--- src/hdl/cbc_defines.svh ---
// Offsets, field positions, reset values and timing counts of the clock buffer control block
`ifndef CBC_DEFINES_SVH
`define CBC_DEFINES_SVH

// Register byte offsets
`define CBC_REG_CTRL      12'h000
`define CBC_REG_PINCFG    12'h004
`define CBC_REG_OEMAP     12'h008
`define CBC_REG_STATUS    12'h00C
`define CBC_REG_IRQ_STAT  12'h010
`define CBC_REG_IRQ_MASK  12'h014
`define CBC_REG_REFDIV    12'h018

// CTRL fields
`define CBC_CTRL_LOSPOL   0
`define CBC_CTRL_TWOREF   1
// STATUS fields
`define CBC_ST_ABSENT     0
`define CBC_ST_REFSEL     1
`define CBC_ST_OUTEN_LSB  8
// IRQ fields
`define CBC_IRQ_LOST      0
`define CBC_IRQ_FOUND     1
`define CBC_IRQ_REFSW     2

// Reset values
`define CBC_CTRL_RST      32'h0000_0000
`define CBC_PINCFG_RST    32'h0000_0000
`define CBC_OEMAP_RST     32'h0000_0000

// Timing
`define CBC_CLK_MHZ       100
`define CBC_EN_US         20
`define CBC_EN_CYC        (`CBC_EN_US * `CBC_CLK_MHZ - 1)
`define CBC_DIS_CYC       3
`define CBC_LOS_MIN_MHZ   10
`define CBC_LOS_WIN       (`CBC_CLK_MHZ / `CBC_LOS_MIN_MHZ)

`endif

--- src/hdl/cbc_pkg.sv ---
// Types shared by the clock buffer control block
package cbc_pkg;
  // Role of a universal control pin
  typedef enum logic [1:0] {
    CBC_ROLE_NONE,
    CBC_ROLE_OE,
    CBC_ROLE_SEL,
    CBC_ROLE_ABSENT
  } cbc_role_e;

  // Per-output enable state
  typedef enum logic [1:0] {
    CBC_OUT_ON,
    CBC_OUT_STOPPING,
    CBC_OUT_OFF,
    CBC_OUT_STARTING
  } cbc_out_e;

  // Pin drive bundle: level and output enable
  typedef struct packed {
    logic o;
    logic oe;
  } cbc_pin_drv_s;
endpackage

--- src/hdl/cbc_top.sv ---
// Control pin logic of a configurable clock fan-out buffer with APB registers
//
// The implementer's own choices: the APB register port and the placing of the registers.
`timescale 1ns/100ps
`include "cbc_defines.svh"
module cbc_top #(
  parameter int NPIN     = 4,
  parameter int NOUT     = 8,
  parameter int BANK_SZ  = 4,
  parameter int EN_CYC   = `CBC_EN_CYC,
  parameter int LOS_WIN  = `CBC_LOS_WIN
) (
  input  wire logic              pclk,
  input  wire logic              presetn,
  input  wire logic              clk_en,
  input  wire logic              psel,
  input  wire logic              penable,
  input  wire logic              pwrite,
  input  wire logic [11:0]       paddr,
  input  wire logic [31:0]       pwdata,
  input  wire logic [3:0]        pstrb,
  output logic [31:0]            prdata,
  output logic                   pready,
  output logic                   pslverr,
  input  wire logic [NPIN-1:0]   upin_i,
  output logic [NPIN-1:0]        upin_o,
  output logic [NPIN-1:0]        upin_oe,
  input  wire logic              ref0_clk,
  input  wire logic              ref1_clk,
  output logic                   ref_out,
  output logic [NOUT-1:0]        out_true_en,
  output logic [NOUT-1:0]        out_comp_en,
  output logic                   irq
);
  // Registers
  logic [31:0] ctrl_r;
  logic [31:0] pincfg_r;
  logic [31:0] oemap_r;
  logic [2:0]  irq_stat_r;
  logic [2:0]  irq_mask_r;

  // Two-stage synchronisers for pins and references
  logic [NPIN-1:0] upin_s1_r, upin_s2_r;
  logic [1:0]      ref_s1_r, ref_s2_r, ref_d_r;

  // Role of pin p, two bits per pin
  function automatic cbc_pkg::cbc_role_e pin_role(input logic [31:0] cfg, input int p);
    pin_role = cbc_pkg::cbc_role_e'(cfg[2*p +: 2]);
  endfunction

  // Merge 32-bit write with byte strobes
  function automatic logic [31:0] strb_merge(input logic [31:0] old, input logic [31:0] wd,
                                             input logic [3:0] st);
    for (int b = 0; b < 4; b++) begin
      strb_merge[8*b +: 8] = st[b] ? wd[8*b +: 8] : old[8*b +: 8];
    end
  endfunction

  // APB decode
  wire acc      = psel && penable;
  wire wr       = acc && pwrite;
  wire hit_ctrl = (paddr == `CBC_REG_CTRL);
  wire hit_pcfg = (paddr == `CBC_REG_PINCFG);
  wire hit_oem  = (paddr == `CBC_REG_OEMAP);
  wire hit_st   = (paddr == `CBC_REG_STATUS);
  wire hit_is   = (paddr == `CBC_REG_IRQ_STAT);
  wire hit_im   = (paddr == `CBC_REG_IRQ_MASK);
  wire hit_any  = hit_ctrl | hit_pcfg | hit_oem | hit_st | hit_is | hit_im;
  assign pready  = 1'b1;
  assign pslverr = acc && !hit_any;

  // Sample pins every enabled cycle; first stage feeds only the second
  always_ff @(posedge pclk or negedge presetn) begin
    if (!presetn) begin
      upin_s1_r <= '0;
      upin_s2_r <= '0;
      ref_s1_r  <= 2'h0;
      ref_s2_r  <= 2'h0;
      ref_d_r   <= 2'h0;
    end else if (clk_en) begin
      upin_s1_r <= upin_i;
      upin_s2_r <= upin_s1_r;
      ref_s1_r  <= {ref1_clk, ref0_clk};
      ref_s2_r  <= ref_s1_r;
      ref_d_r   <= ref_s2_r;
    end
  end

  // Reference select: with the CTRL two-reference bit set, any pin with select role, high chooses input 1
  logic sel_lvl;
  always_comb begin
    sel_lvl = 1'b0;
    for (int p = 0; p < NPIN; p++) begin
      if (pin_role(pincfg_r, p) == cbc_pkg::CBC_ROLE_SEL && upin_s2_r[p]) sel_lvl = 1'b1;
    end
  end
  wire use_ref1 = ctrl_r[`CBC_CTRL_TWOREF] && sel_lvl;
  // Plain mux: switching mid-cycle can chop a pulse, accepted by design
  assign ref_out = use_ref1 ? ref1_clk : ref0_clk;

  // Edge counting over a window: fewer than four edges means below minimum rate
  logic [15:0] win_r;
  logic [15:0] edg_r;
  logic        absent_r;
  logic        sel_d_r;
  wire         sel_edge = use_ref1 ? (ref_s2_r[1] & ~ref_d_r[1]) : (ref_s2_r[0] & ~ref_d_r[0]);
  always_ff @(posedge pclk or negedge presetn) begin
    if (!presetn) begin
      win_r    <= 16'h0000;
      edg_r    <= 16'h0000;
      absent_r <= 1'b1;
      sel_d_r  <= 1'b0;
    end else if (clk_en) begin
      sel_d_r <= use_ref1;
      if (win_r == 16'(LOS_WIN * 4 - 1)) begin
        win_r    <= 16'h0000;
        edg_r    <= 16'h0000;
        // Last cycle's edge counts too, so a reference at the minimum rate stays present
        absent_r <= ((edg_r + {15'h0000, sel_edge}) < 16'h0004);
      end else begin
        win_r <= win_r + 16'h0001;
        if (sel_edge) edg_r <= edg_r + 16'h0001;
      end
    end
  end
  // Absent flag drive with configured polarity
  wire flag_lvl = ctrl_r[`CBC_CTRL_LOSPOL] ? absent_r : ~absent_r;
  always_comb begin
    for (int p = 0; p < NPIN; p++) begin
      upin_oe[p] = (pin_role(pincfg_r, p) == cbc_pkg::CBC_ROLE_ABSENT);
      upin_o[p]  = upin_oe[p] & flag_lvl;
    end
  end

  // Per-output disable request from pins: map field per pin, 0 one, 1 bank, 2 all
  logic [NOUT-1:0] dis_req;
  always_comb begin
    dis_req = '0;
    for (int p = 0; p < NPIN; p++) begin
      if (pin_role(pincfg_r, p) == cbc_pkg::CBC_ROLE_OE && upin_s2_r[p]) begin
        for (int o = 0; o < NOUT; o++) begin
          unique case (oemap_r[8*p+6 +: 2])
            2'h0:    if (o == int'(oemap_r[8*p +: 6])) dis_req[o] = 1'b1;
            2'h1:    if (o / BANK_SZ == int'(oemap_r[8*p +: 6])) dis_req[o] = 1'b1;
            default: dis_req[o] = 1'b1;
          endcase
        end
      end
    end
  end

  // One sequencer per driver keeps its true and complement pins in step
  logic [NOUT-1:0] out_en;
  for (genvar g = 0; g < NOUT; g++) begin : g_out
    cbc_out_gate #(.EN_CYC(EN_CYC)) u_gate (
      .pclk        (pclk),
      .presetn     (presetn),
      .clk_en      (clk_en),
      .disable_req (dis_req[g]),
      .out_en      (out_en[g])
    );
  end
  assign out_true_en = out_en;
  assign out_comp_en = out_en;

  // Events: flag lost, flag found, reference switched
  logic absent_d_r;
  wire [2:0] ev = {sel_d_r != use_ref1, absent_d_r & ~absent_r, ~absent_d_r & absent_r};
  always_ff @(posedge pclk or negedge presetn) begin
    if (!presetn) begin
      ctrl_r     <= `CBC_CTRL_RST;
      pincfg_r   <= `CBC_PINCFG_RST;
      oemap_r    <= `CBC_OEMAP_RST;
      irq_mask_r <= 3'h0;
      irq_stat_r <= 3'h0;
      absent_d_r <= 1'b1;
    end else if (clk_en) begin
      absent_d_r <= absent_r;
      if (wr && hit_ctrl) ctrl_r <= strb_merge(ctrl_r, pwdata, pstrb);
      if (wr && hit_pcfg) pincfg_r <= strb_merge(pincfg_r, pwdata, pstrb);
      if (wr && hit_oem) oemap_r <= strb_merge(oemap_r, pwdata, pstrb);
      if (wr && hit_im && pstrb[0]) irq_mask_r <= pwdata[2:0];
      // Set beats clear so a coincident event is kept
      irq_stat_r <= (irq_stat_r & ~((wr && hit_is && pstrb[0]) ? pwdata[2:0] : 3'h0)) | ev;
    end
  end
  assign irq = |(irq_stat_r & irq_mask_r);

  // Read data registered at the setup phase
  wire [31:0] st_word = {{(24-NOUT){1'b0}}, out_en, 6'h00, use_ref1, absent_r};
  wire [31:0] rd_mux  = hit_ctrl ? ctrl_r : hit_pcfg ? pincfg_r : hit_oem ? oemap_r :
                        hit_st ? st_word : hit_is ? {29'h0, irq_stat_r} :
                        hit_im ? {29'h0, irq_mask_r} : 32'h0000_0000;
  always_ff @(posedge pclk or negedge presetn) begin
    if (!presetn) prdata <= 32'h0000_0000;
    else if (clk_en && psel && !penable && !pwrite) prdata <= rd_mux;
  end
endmodule // cbc_top

--- src/hdl/cbc_out_gate.sv ---
// One output enable sequencer: stops within 2-6 cycles, restarts after a settle time
`timescale 1ns/100ps
`include "cbc_defines.svh"
module cbc_out_gate #(
  parameter int EN_CYC  = `CBC_EN_CYC,
  parameter int DIS_CYC = `CBC_DIS_CYC
) (
  input  wire logic pclk,
  input  wire logic presetn,
  input  wire logic clk_en,
  input  wire logic disable_req,
  output logic      out_en
);
  cbc_pkg::cbc_out_e state_r;
  logic [15:0]       cnt_r;

  // Both ends of the enable sequence are counted in enabled pclk cycles
  // Start count leaves four cycles for the pin synchroniser and entry and exit edges
  always_ff @(posedge pclk or negedge presetn) begin
    if (!presetn) begin
      state_r <= cbc_pkg::CBC_OUT_OFF;
      cnt_r   <= 16'h0000;
    end else if (clk_en) begin
      unique case (state_r)
        cbc_pkg::CBC_OUT_ON: begin
          if (disable_req) begin
            state_r <= cbc_pkg::CBC_OUT_STOPPING;
            cnt_r   <= 16'h0000;
          end
        end
        cbc_pkg::CBC_OUT_STOPPING: begin
          if (!disable_req) begin
            state_r <= cbc_pkg::CBC_OUT_ON;
          end else if (cnt_r == 16'(DIS_CYC - 1)) begin
            state_r <= cbc_pkg::CBC_OUT_OFF;
          end else begin
            cnt_r <= cnt_r + 16'h0001;
          end
        end
        cbc_pkg::CBC_OUT_OFF: begin
          if (!disable_req) begin
            state_r <= cbc_pkg::CBC_OUT_STARTING;
            cnt_r   <= 16'h0000;
          end
        end
        cbc_pkg::CBC_OUT_STARTING: begin
          if (disable_req) begin
            state_r <= cbc_pkg::CBC_OUT_OFF;
          end else if (cnt_r == 16'(EN_CYC - 4)) begin
            state_r <= cbc_pkg::CBC_OUT_ON; // pin to clock within EN_CYC cycles
          end else begin
            cnt_r <= cnt_r + 16'h0001;
          end
        end
      endcase
    end
  end

  // Output is still live while stopping
  assign out_en = (state_r == cbc_pkg::CBC_OUT_ON) || (state_r == cbc_pkg::CBC_OUT_STOPPING);
endmodule // cbc_out_gate

--- config.mk ---
export PLATFORM = sky130hd
export DESIGN_NAME = cbc_top
export DESIGN_NICKNAME = d
export VERILOG_FILES = /design/src/hdl/cbc_pkg.sv /design/src/hdl/cbc_top.sv /design/src/hdl/cbc_out_gate.sv
export VERILOG_INCLUDE_DIRS = /design/src /design/src/hdl
export SDC_FILE = /design/constraint.sdc
export NUM_CORES = 1
export LEC_CHECK = 0
export ABC_CLOCK_PERIOD_IN_PS = 3900
export BUFFER_PORTS_ARGS = -buffer_cell sky130_fd_sc_hd__buf_2
export CORE_MARGIN = 1
export CORE_UTILIZATION = 49
export CTS_BUF_LIST = sky130_fd_sc_hd__clkbuf_16
export CTS_CLUSTER_SIZE = 8
export DETAILED_ROUTE_END_ITERATION = 8
export MAX_ROUTING_LAYER = met4
export PLACE_DENSITY = 0.64
export SYNTH_ARGS = -nofsm -noshare
export SYNTH_HDL_FRONTEND = slang
export SYNTH_SLANG_ARGS = --single-unit
export TNS_END_PERCENT = 50
--- constraint.sdc ---
create_clock -name pclk -period 3.9 [get_ports pclk]
set_input_delay 0.39 -clock pclk [delete_from_list [all_inputs] [get_ports pclk]]
set_output_delay 0.39 -clock pclk [all_outputs]
set_load 0.01 [all_outputs]
==> results of run 1 <==
[cell families (layout without fill, tap and decap cells)]
logic type / Yosys count / after routing / share of synthesized area, %
AOI/OAI and AO/OA: 413 / 413 / 15.29
xor gates and xnor gates: 47 / 47 / 2.330
adders and majority gates: 18 / 18 / 1.275
buffers and inverters: 153 / 277 / 4.199
DFF: 327 / 327 / 46.38
muxes: 136 / 136 / 8.723
other: 1 / 2 / 0.02122
and+or+nand+nor: 712 / 712 / 21.78
[per-stage QoR]
stage | worst slack [ns] | cell area, um^2 | hold slack [ns]
2_1_floorplan | 1.449 | 17670 | 0.09441
3_3_place_gp | 0.7894 | 18520 | 0.4741
3_5_place_dp | 0.7040 | 18520 | 0.4782
4_1_cts | 0.6849 | 19860 | 0.04543
5_1_grt | 0.4057 | 19860 | 0.06234
6_report | 0.6830 | 19860 | 0.07603
[final timing paths]
check	endpoint	slack (ns)	cells past startpoint
min in group asynchronous	g_out[7].u_gate.cnt_r[14]	0.47	2
max in group asynchronous	prdata[16]	2.41	3
hold / removal	oemap_r[18]	0.08	3
hold reg to reg	win_r[15]	0.48	1
setup reg to reg	g_out[0].u_gate.cnt_r[4]	0.68	6
setup / recovery	g_out[0].u_gate.cnt_r[4]	0.68	6
[cell usage in the layout (no fill, tap or decap), drive strengths merged, types with 11 or more instances in the layout]
cell type,synthesis,routed
nand3b,14,14
buf,52,138
a31oi,23,23
nor2,145,145
mux2i,16,16
or3,36,36
inv,52,89
mux2,118,118
nand4,43,43
nand2,159,159
ha,18,18
or4,48,48
o22ai,15,15
nand3,77,77
o221ai,11,11
clkbuf,48,47
o211ai,14,14
nor4,34,34
xnor2,18,18
o21ai,108,108
dfrtp,317,317
o31ai,45,45
nand2b,13,13
and2,14,14
a21oi,117,117
xor2,29,29
nor3,41,41
and3,30,30
a222oi,31,31
[metal layers]
metal / vias up / global-route usage, %
li1: 6928 / -
met5: - / -
met2: 369 / 38.25
met3: 89 / 4.604
met4: 0 / 8.425
met1: 7205 / 32.98
[layout make-up]
| type | instances | area [um^2] |
|---|---|---|
| well taps | 461 | 576.8 |
| fillers | 3186 | 15710 |
| multi-input cells | 1327 | 8757 |
| flip-flops and latches | 327 | 8195 |
| inverters | 53 | 198.9 |
| repair buffers | 139 | 798.3 |
| diodes | 1 | 2.502 |
| clock buffers | 47 | 1176 |
| clock inverters | 38 | 152.6 |
[worst reg2reg max path: cells and delay by family (launching register included)]
kind,cells,cell delay [ns]
and+or+nand+nor,1,0.59
muxes,1,0.84
buffers and inverters,2,0.59
DFF,1,0.74
AOI/OAI and AO/OA,2,0.33
[sequential cells by signal (all words and copies together), names as in the netlist, named ones only]
register and count:
ref_s2_r 2, oemap_r 32, upin_s1_r 4, absent_d_r 1, ctrl_r 32, ref_d_r 2, upin_s2_r 4, pincfg_r 32
prdata 32, win_r 16, g_out.u_gate.state_r 8, edg_r 16, g_out.u_gate.cnt_r 128, sel_d_r 1, irq_stat_r 3, ref_s1_r 2
absent_r 1, irq_mask_r 3
[power groups by stage]
| stage | Sequential, mW | Combinational [mW] | Clock (mW) |
|---|---|---|---|
| floorplan | 3.86 | 0.460 | 0 |
| global placement | 3.90 | 0.753 | 0 |
| detailed placement | 3.90 | 0.768 | 0 |
| CTS | 3.85 | 0.775 | 3.71 |
| global route | 3.89 | 0.878 | 3.86 |
| finish | 3.85 | 0.765 | 3.62 |
==> impl_metrics.ini, run 1 <==
[detailed_routing]
drt_first_iter_violations = 1136
ant_nets = 0
met1Wirelength_mm = 19.87
drc_errors = 0
total_via_count_after_detailed_routing = 14591
drt-total-wl_mm = 43.71
dr_wl_met3_mm = 2.418
wire_per_inst_um = 18.27
viasPerCell = 6.097
met2RoutedLength_mm = 20.18
top_signal_layer_used = met4
firstDrtPassIters = 6

[synthesis]
asyncSetResetFlopFracSynth_pct = 100.0
netlist_instances = 1807
synth_top_area_share_pct = 44.89
cell_type_with_the_largest_total_area_after_synthesis = dfrtp_1
synth.top_cells.by_area = dfrtp_1 (45%), mux2_2 (7.5%), nand2_1 (3.4%)
synth_enable_flop_cells = 0
top_cell_types_by_occurrence_after_synthesis = dfrtp_1 (317), nand2_1 (159), nor2_1 (140), mux2_2 (117), a21oi_1 (115)
synthesis.yosys.warnings = 0
avgSynthCellArea_um2 = 9.779
synthesis.area_um2 = 17670
synth-seq-cells = 327
synth_top_flop_cell = dfrtp_1
synth.net_count = 1885
synthMostInstantiatedCell = dfrtp_1
synth_seq_area_share_pct = 46.38
synth_cell_types = 88

[hold_path]
worstHoldPathType = in2reg
timing.hold.worst.start = pwdata[18]

[floorplanning]
placement_rows = 69
die_h_um = 191.9
die_w_um = 191.9
starting_density_pct = 49.68
design.die.area_um2 = 36830
io-pin-count = 120
placeableCoreArea_um2 = 35570

[clocking]
clock_tree.htree_level_count = 2
clock_tree.buffer_depth = 3
cts_tree = done
tritoncts.num_buffers = 47
worst_setup_hold_path_clk_slew_ns = 0.05
post_cts.repair.setup_buffers = 0
root_cell_of_the_clock_tree = clkbuf_16
cts-hold-fix-buffers = 1
cts_resized = 0
clock_sinks = 327
clock_network_latency_to_the_later_pin_of_the_worst_skew_pair_ns = 0.56

[critical_path]
worst_setup_path_end_kind = flip-flop
start_kind = flip-flop
worst-endpoint-required_ns = 4.31
cp_slowest_stage_delay_ns = 0.84
worstPathCellList = inv_1 -> nor4_1 -> a41oi_1 -> mux2i_2 -> buf_4 -> o221ai_1
critical_path.top_delay_family = multiplexers
r2r-start = g_out[0].u_gate.state_r[0]
critical_path_arrival_ns = 3.63
crit_path_category = reg2reg
setup.worst_path.start = g_out[0].u_gate.state_r[0]
cp_slowest_cell = mux2i_2
timing.critical_path.buf_inv = 2
path_max_fanout = 24

[place]
globalplace.congestion = 0.9269
total_instance_count_after_detailed_placement = 2306
place_hpwl_mm = 29.79
port_buffers = 118

[power_and_ir_drop]
p_leak_nw = 8.769
switching_share_pct = 26.25
internal_power_of_the_cells_mw = 6.077
p_clk_share_pct = 43.9
ir_worst_vdd_mv = 0.3665
power-per-cell-area_nw_per_um2 = 415.0
p_seq_share_pct = 46.8
net-switching-power_mw = 2.163
comb_power_share_pct = 9.3
power.total_mw = 8.240

[timing]
final_setup_violation_count = 0
max_slew_margin_pct = 29.93
worst-slew-pin-transition_ns = 1.031
clock.fmax_mhz = 310.9
fin_worst_skew_ns = 0.03221
finalHoldViolations = 0
final_period_minus_worst_setup_slack_ns = 3.217
number_of_max_slew_violations_in_the_final_report = 0
final_min_period_over_clock_period_pct = 82.49
grt_setup_unrepaired = false
finalSetupTns_ns = 0

[finish]
final_net_count = 1973
finish.cell_count_without_fillers = 2393
share_of_post_route_cells_with_drive_strength_above_1_pct = 19.01
flow.area_growth_from_synthesis_pct = 12.38
layout.core_utilization_pct = 55.83

[grt]
grt_first_pass_wirelength_mm = 71.50
first_global_vias = 13772
grt_start_max_net_pins = 105
grt_antenna_before_repair = 2
groute.usage.overall_pct = 24.86
global_route_congestion_overflow_total = 0

[outcome]
run_status = complete, no violations

[run]
drv.max_cap_violation_count = 0
(Power assumes the default switching activity.)
==> run 2: changes to the inputs <==
--- a/config.mk
+++ b/config.mk
@@ -6,7 +6,8 @@
 export SDC_FILE = /design/constraint.sdc
 export NUM_CORES = 1
 export LEC_CHECK = 0
-export ABC_CLOCK_PERIOD_IN_PS = 3900
+export ABC_AREA = 1
+export ABC_CLOCK_PERIOD_IN_PS = 3000
 export BUFFER_PORTS_ARGS = -buffer_cell sky130_fd_sc_hd__buf_2
 export CORE_MARGIN = 1
 export CORE_UTILIZATION = 49
==> constraint.sdc (replaced) <==
create_clock -name pclk -period 3 [get_ports pclk]
set_input_delay 0.3 -clock pclk [delete_from_list [all_inputs] [get_ports pclk]]
set_output_delay 0.3 -clock pclk [all_outputs]
set_load 0.01 [all_outputs]
==> impl_metrics.ini, run 2 <==
[finish]
num-fill-cells = 3744
final_net_count = 2834
largest_register = g_out.u_gate.cnt_r
most_common_library_cell_in_the_layout_ignoring_fill_and_taps = nand2_1
most-common-layout-cells = nand2_1 (764), inv_1 (317), dfrtp_1 (317)
ff_latch_area_um2 = 8195
share_of_post_route_cells_with_drive_strength_above_1_pct = 11.39
multi_input_comb_area_um2 = 9460
flow.area_growth_from_synthesis_pct = 12.87
number_of_flip_flops_under_the_largest_register_name = 128

[critical_path]
worstRegToRegCells = 11
timing.critical_path.buf_inv = 5
worst-r2r-setup-slack_ns = 0.45
critical_path.top_delay_family = simple AND/OR/NAND/NOR gates
cp_slowest_stage_delay_ns = 0.51
path_max_fanout = 9
worst_setup_path_end_kind = output pin
worst-endpoint-required_ns = 2.70
cp.depth = 9
r2r-start = oemap_r[26]
crit_path_category = in2out
cp_slowest_cell = nor3_1
start_kind = input pin
worstPathCellList = buf_2 -> inv_1 -> nand4_1 -> nor3_1 -> clkinv_1 -> nand4_1 -> nor4_1 -> buf_4 -> buf_2
rr_endpoint = g_out[3].u_gate.cnt_r[7]
critical_path_arrival_ns = 2.34

[timing]
hold_ws_ns = 0.03501
grt_setup_unrepaired = false
final_min_period_over_clock_period_pct = 87.95
finalSetupTns_ns = 0
max_slew_margin_pct = 56.80
final_period_minus_worst_setup_slack_ns = 2.639
clock.fmax_mhz = 379.0
final_setup_violation_count = 0
number_of_max_slew_violations_in_the_final_report = 0
finalHoldViolations = 0
worst-slew-pin-transition_ns = 0.6480
fin_worst_skew_ns = 0.02512

[grt]
grt_start_max_net_pins = 79
grt_first_pass_wirelength_mm = 83.09
grt_antenna_before_repair = 1
groute.usage.overall_pct = 25.64
first_global_vias = 16695
global_route_congestion_overflow_total = 0

[place]
globalplace.congestion = 0.9566
place_hpwl_mm = 35.66
port_buffers = 118

[synthesis]
synthesis.area_um2 = 19340
synth_cell_types = 59
netlist_instances = 2638
synth_seq_area_share_pct = 42.37
synthMostInstantiatedCell = nand2_1
cell_type_with_the_largest_total_area_after_synthesis = dfrtp_1
synth.net_count = 2716
top_cell_types_by_occurrence_after_synthesis = nand2_1 (764), dfrtp_1 (317), inv_1 (284), nor2_1 (234), o21ai_0 (191)
synth_enable_flop_cells = 0
asyncSetResetFlopFracSynth_pct = 100.0
synth.top_cells.by_area = dfrtp_1 (41%), nand2_1 (15%), inv_1 (5.5%)
avgSynthCellArea_um2 = 7.332
synth_top_flop_cell = dfrtp_1
synthesis.yosys.warnings = 0
synth_top_area_share_pct = 41.01
synth-seq-cells = 327

[floorplanning]
placement_rows = 72
io-pin-count = 120
die_h_um = 200.7
starting_density_pct = 49.82
design.die.area_um2 = 40270
die_w_um = 200.7
placeableCoreArea_um2 = 38830

[clocking]
clock_network_latency_to_the_later_pin_of_the_worst_skew_pair_ns = 0.58
tritoncts.num_buffers = 47
worst_setup_hold_path_clk_slew_ns = 0.05
clock_tree.htree_level_count = 2
clock_sinks = 327
clock_tree.buffer_depth = 3
cts_tree = done
root_cell_of_the_clock_tree = clkbuf_16
post_cts.repair.setup_buffers = 0

[detailed_routing]
firstDrtPassIters = 5
drt-total-wl_mm = 49.22
drc_errors = 0
wire_per_inst_um = 14.87
total_via_count_after_detailed_routing = 17371
viasPerCell = 5.248
ant_nets = 0
drt_first_iter_violations = 1115

[run]
drv.max_cap_violation_count = 0

[outcome]
run_status = complete, no violations

[hold_path]
timing.hold.worst.start = pwdata[24]
timing.hold.worst_path_depth = 3
worstHoldPathType = in2reg
timing.hold.worst_endpoint = oemap_r[24]

[power_and_ir_drop]
power-per-cell-area_nw_per_um2 = 501.9
ir_worst_vdd_mv = 0.3932
p_leak_nw = 10.45
-- run 2: cell count changes after synthesis, moves of 29 or more --
cell and change:
nand2_1 +605, inv_1 +232, mux2_2 -117, o21ai_0 +98, nand3_1 +95, nor2_1 +94
o21ai_1 +68, a21oi_1 -67, or4_1 -44, xor2_1 +39, o31ai_1 -35, or3_1 -35
a222oi_1 -31, nor3_1 +29
-- run 2: power by group --
part | switching, mW | leakage, nW | internal (mW)
Sequential | 0.273 | 4.24 | 4.66
Clock | 2.00 | 0.782 | 2.82
Combinational | 0.778 | 5.43 | 0.432
-- run 2: cell type report --
type                    count  share of cell area, %
multi-input cells        1917                  43.33
flip-flops and latches    327                  37.54
clock buffers              47                  5.387
inverters                 306                  5.295
repair buffers            157                  4.608
well taps                 518                  2.969
clock inverters            37                 0.8596
diodes                      1                0.01146
-- run 2: logic make-up after synthesis --
group | Yosys count | synth area share [%]
other cells | 1 | 0.01939
flops | 327 | 42.37
simple gates | 1410 | 31.92
compound gates | 403 | 11.68
fa+ha+maj | 18 | 1.164
xor+xnor | 85 | 4.101
buf+inv | 394 | 8.752
-- run 2: per-layer routing --
| layer | up-vias | wire [um] | global-route usage, % | part of all wire, % |
|---|---|---|---|---|
| met2 | 412 | 22610 | 39.96 | 46 |
| met5 | - | 0 | - | 0 |
| met4 | 0 | 1592 | 9.706 | 3.2 |
| met3 | 99 | 2260 | 3.068 | 4.6 |
| li1 | 8766 | - | - | - |
| met1 | 8094 | 22750 | 34.34 | 46 |
-- run 2: stage by stage --
step	power (mW)	cells	util, %	area (um^2)	setup WS, ns
final	10.96	3310	56.23	21830	0.3615
after global routing	11.49	3310	56.23	21830	0.1250
after CTS	11.09	3309	56.22	21830	0.3927
after detailed placement	6.190	3205	52.19	20270	0.4041
after global placement	6.159	3205	52.19	20270	0.5368
after floorplan	5.790	2638	-	19340	1.176
-- run 2: how the worst max path moves through the flow --
stage,endpoint,start,slack [ns]
after floorplan,pslverr,paddr[11],1.18
after global placement,g_out[3].u_gate.cnt_r[0],oemap_r[30],0.54
after detailed placement,pslverr,paddr[6],0.40
after CTS,pslverr,paddr[6],0.39
after global routing,g_out[3].u_gate.cnt_r[7],oemap_r[27],0.13
final,pslverr,paddr[6],0.36
-- run 2: what timing repair did --
item                      4_1_cts  5_1_grt
hold buffers                   20        0
hold endpoints to repair       95        0
gates resized for setup         0        0
-- run 2: worst min-delay path: stages --
cell	delay [ns]
buf_2	0.07
inv_1	0.06
o21ai_0	0.15
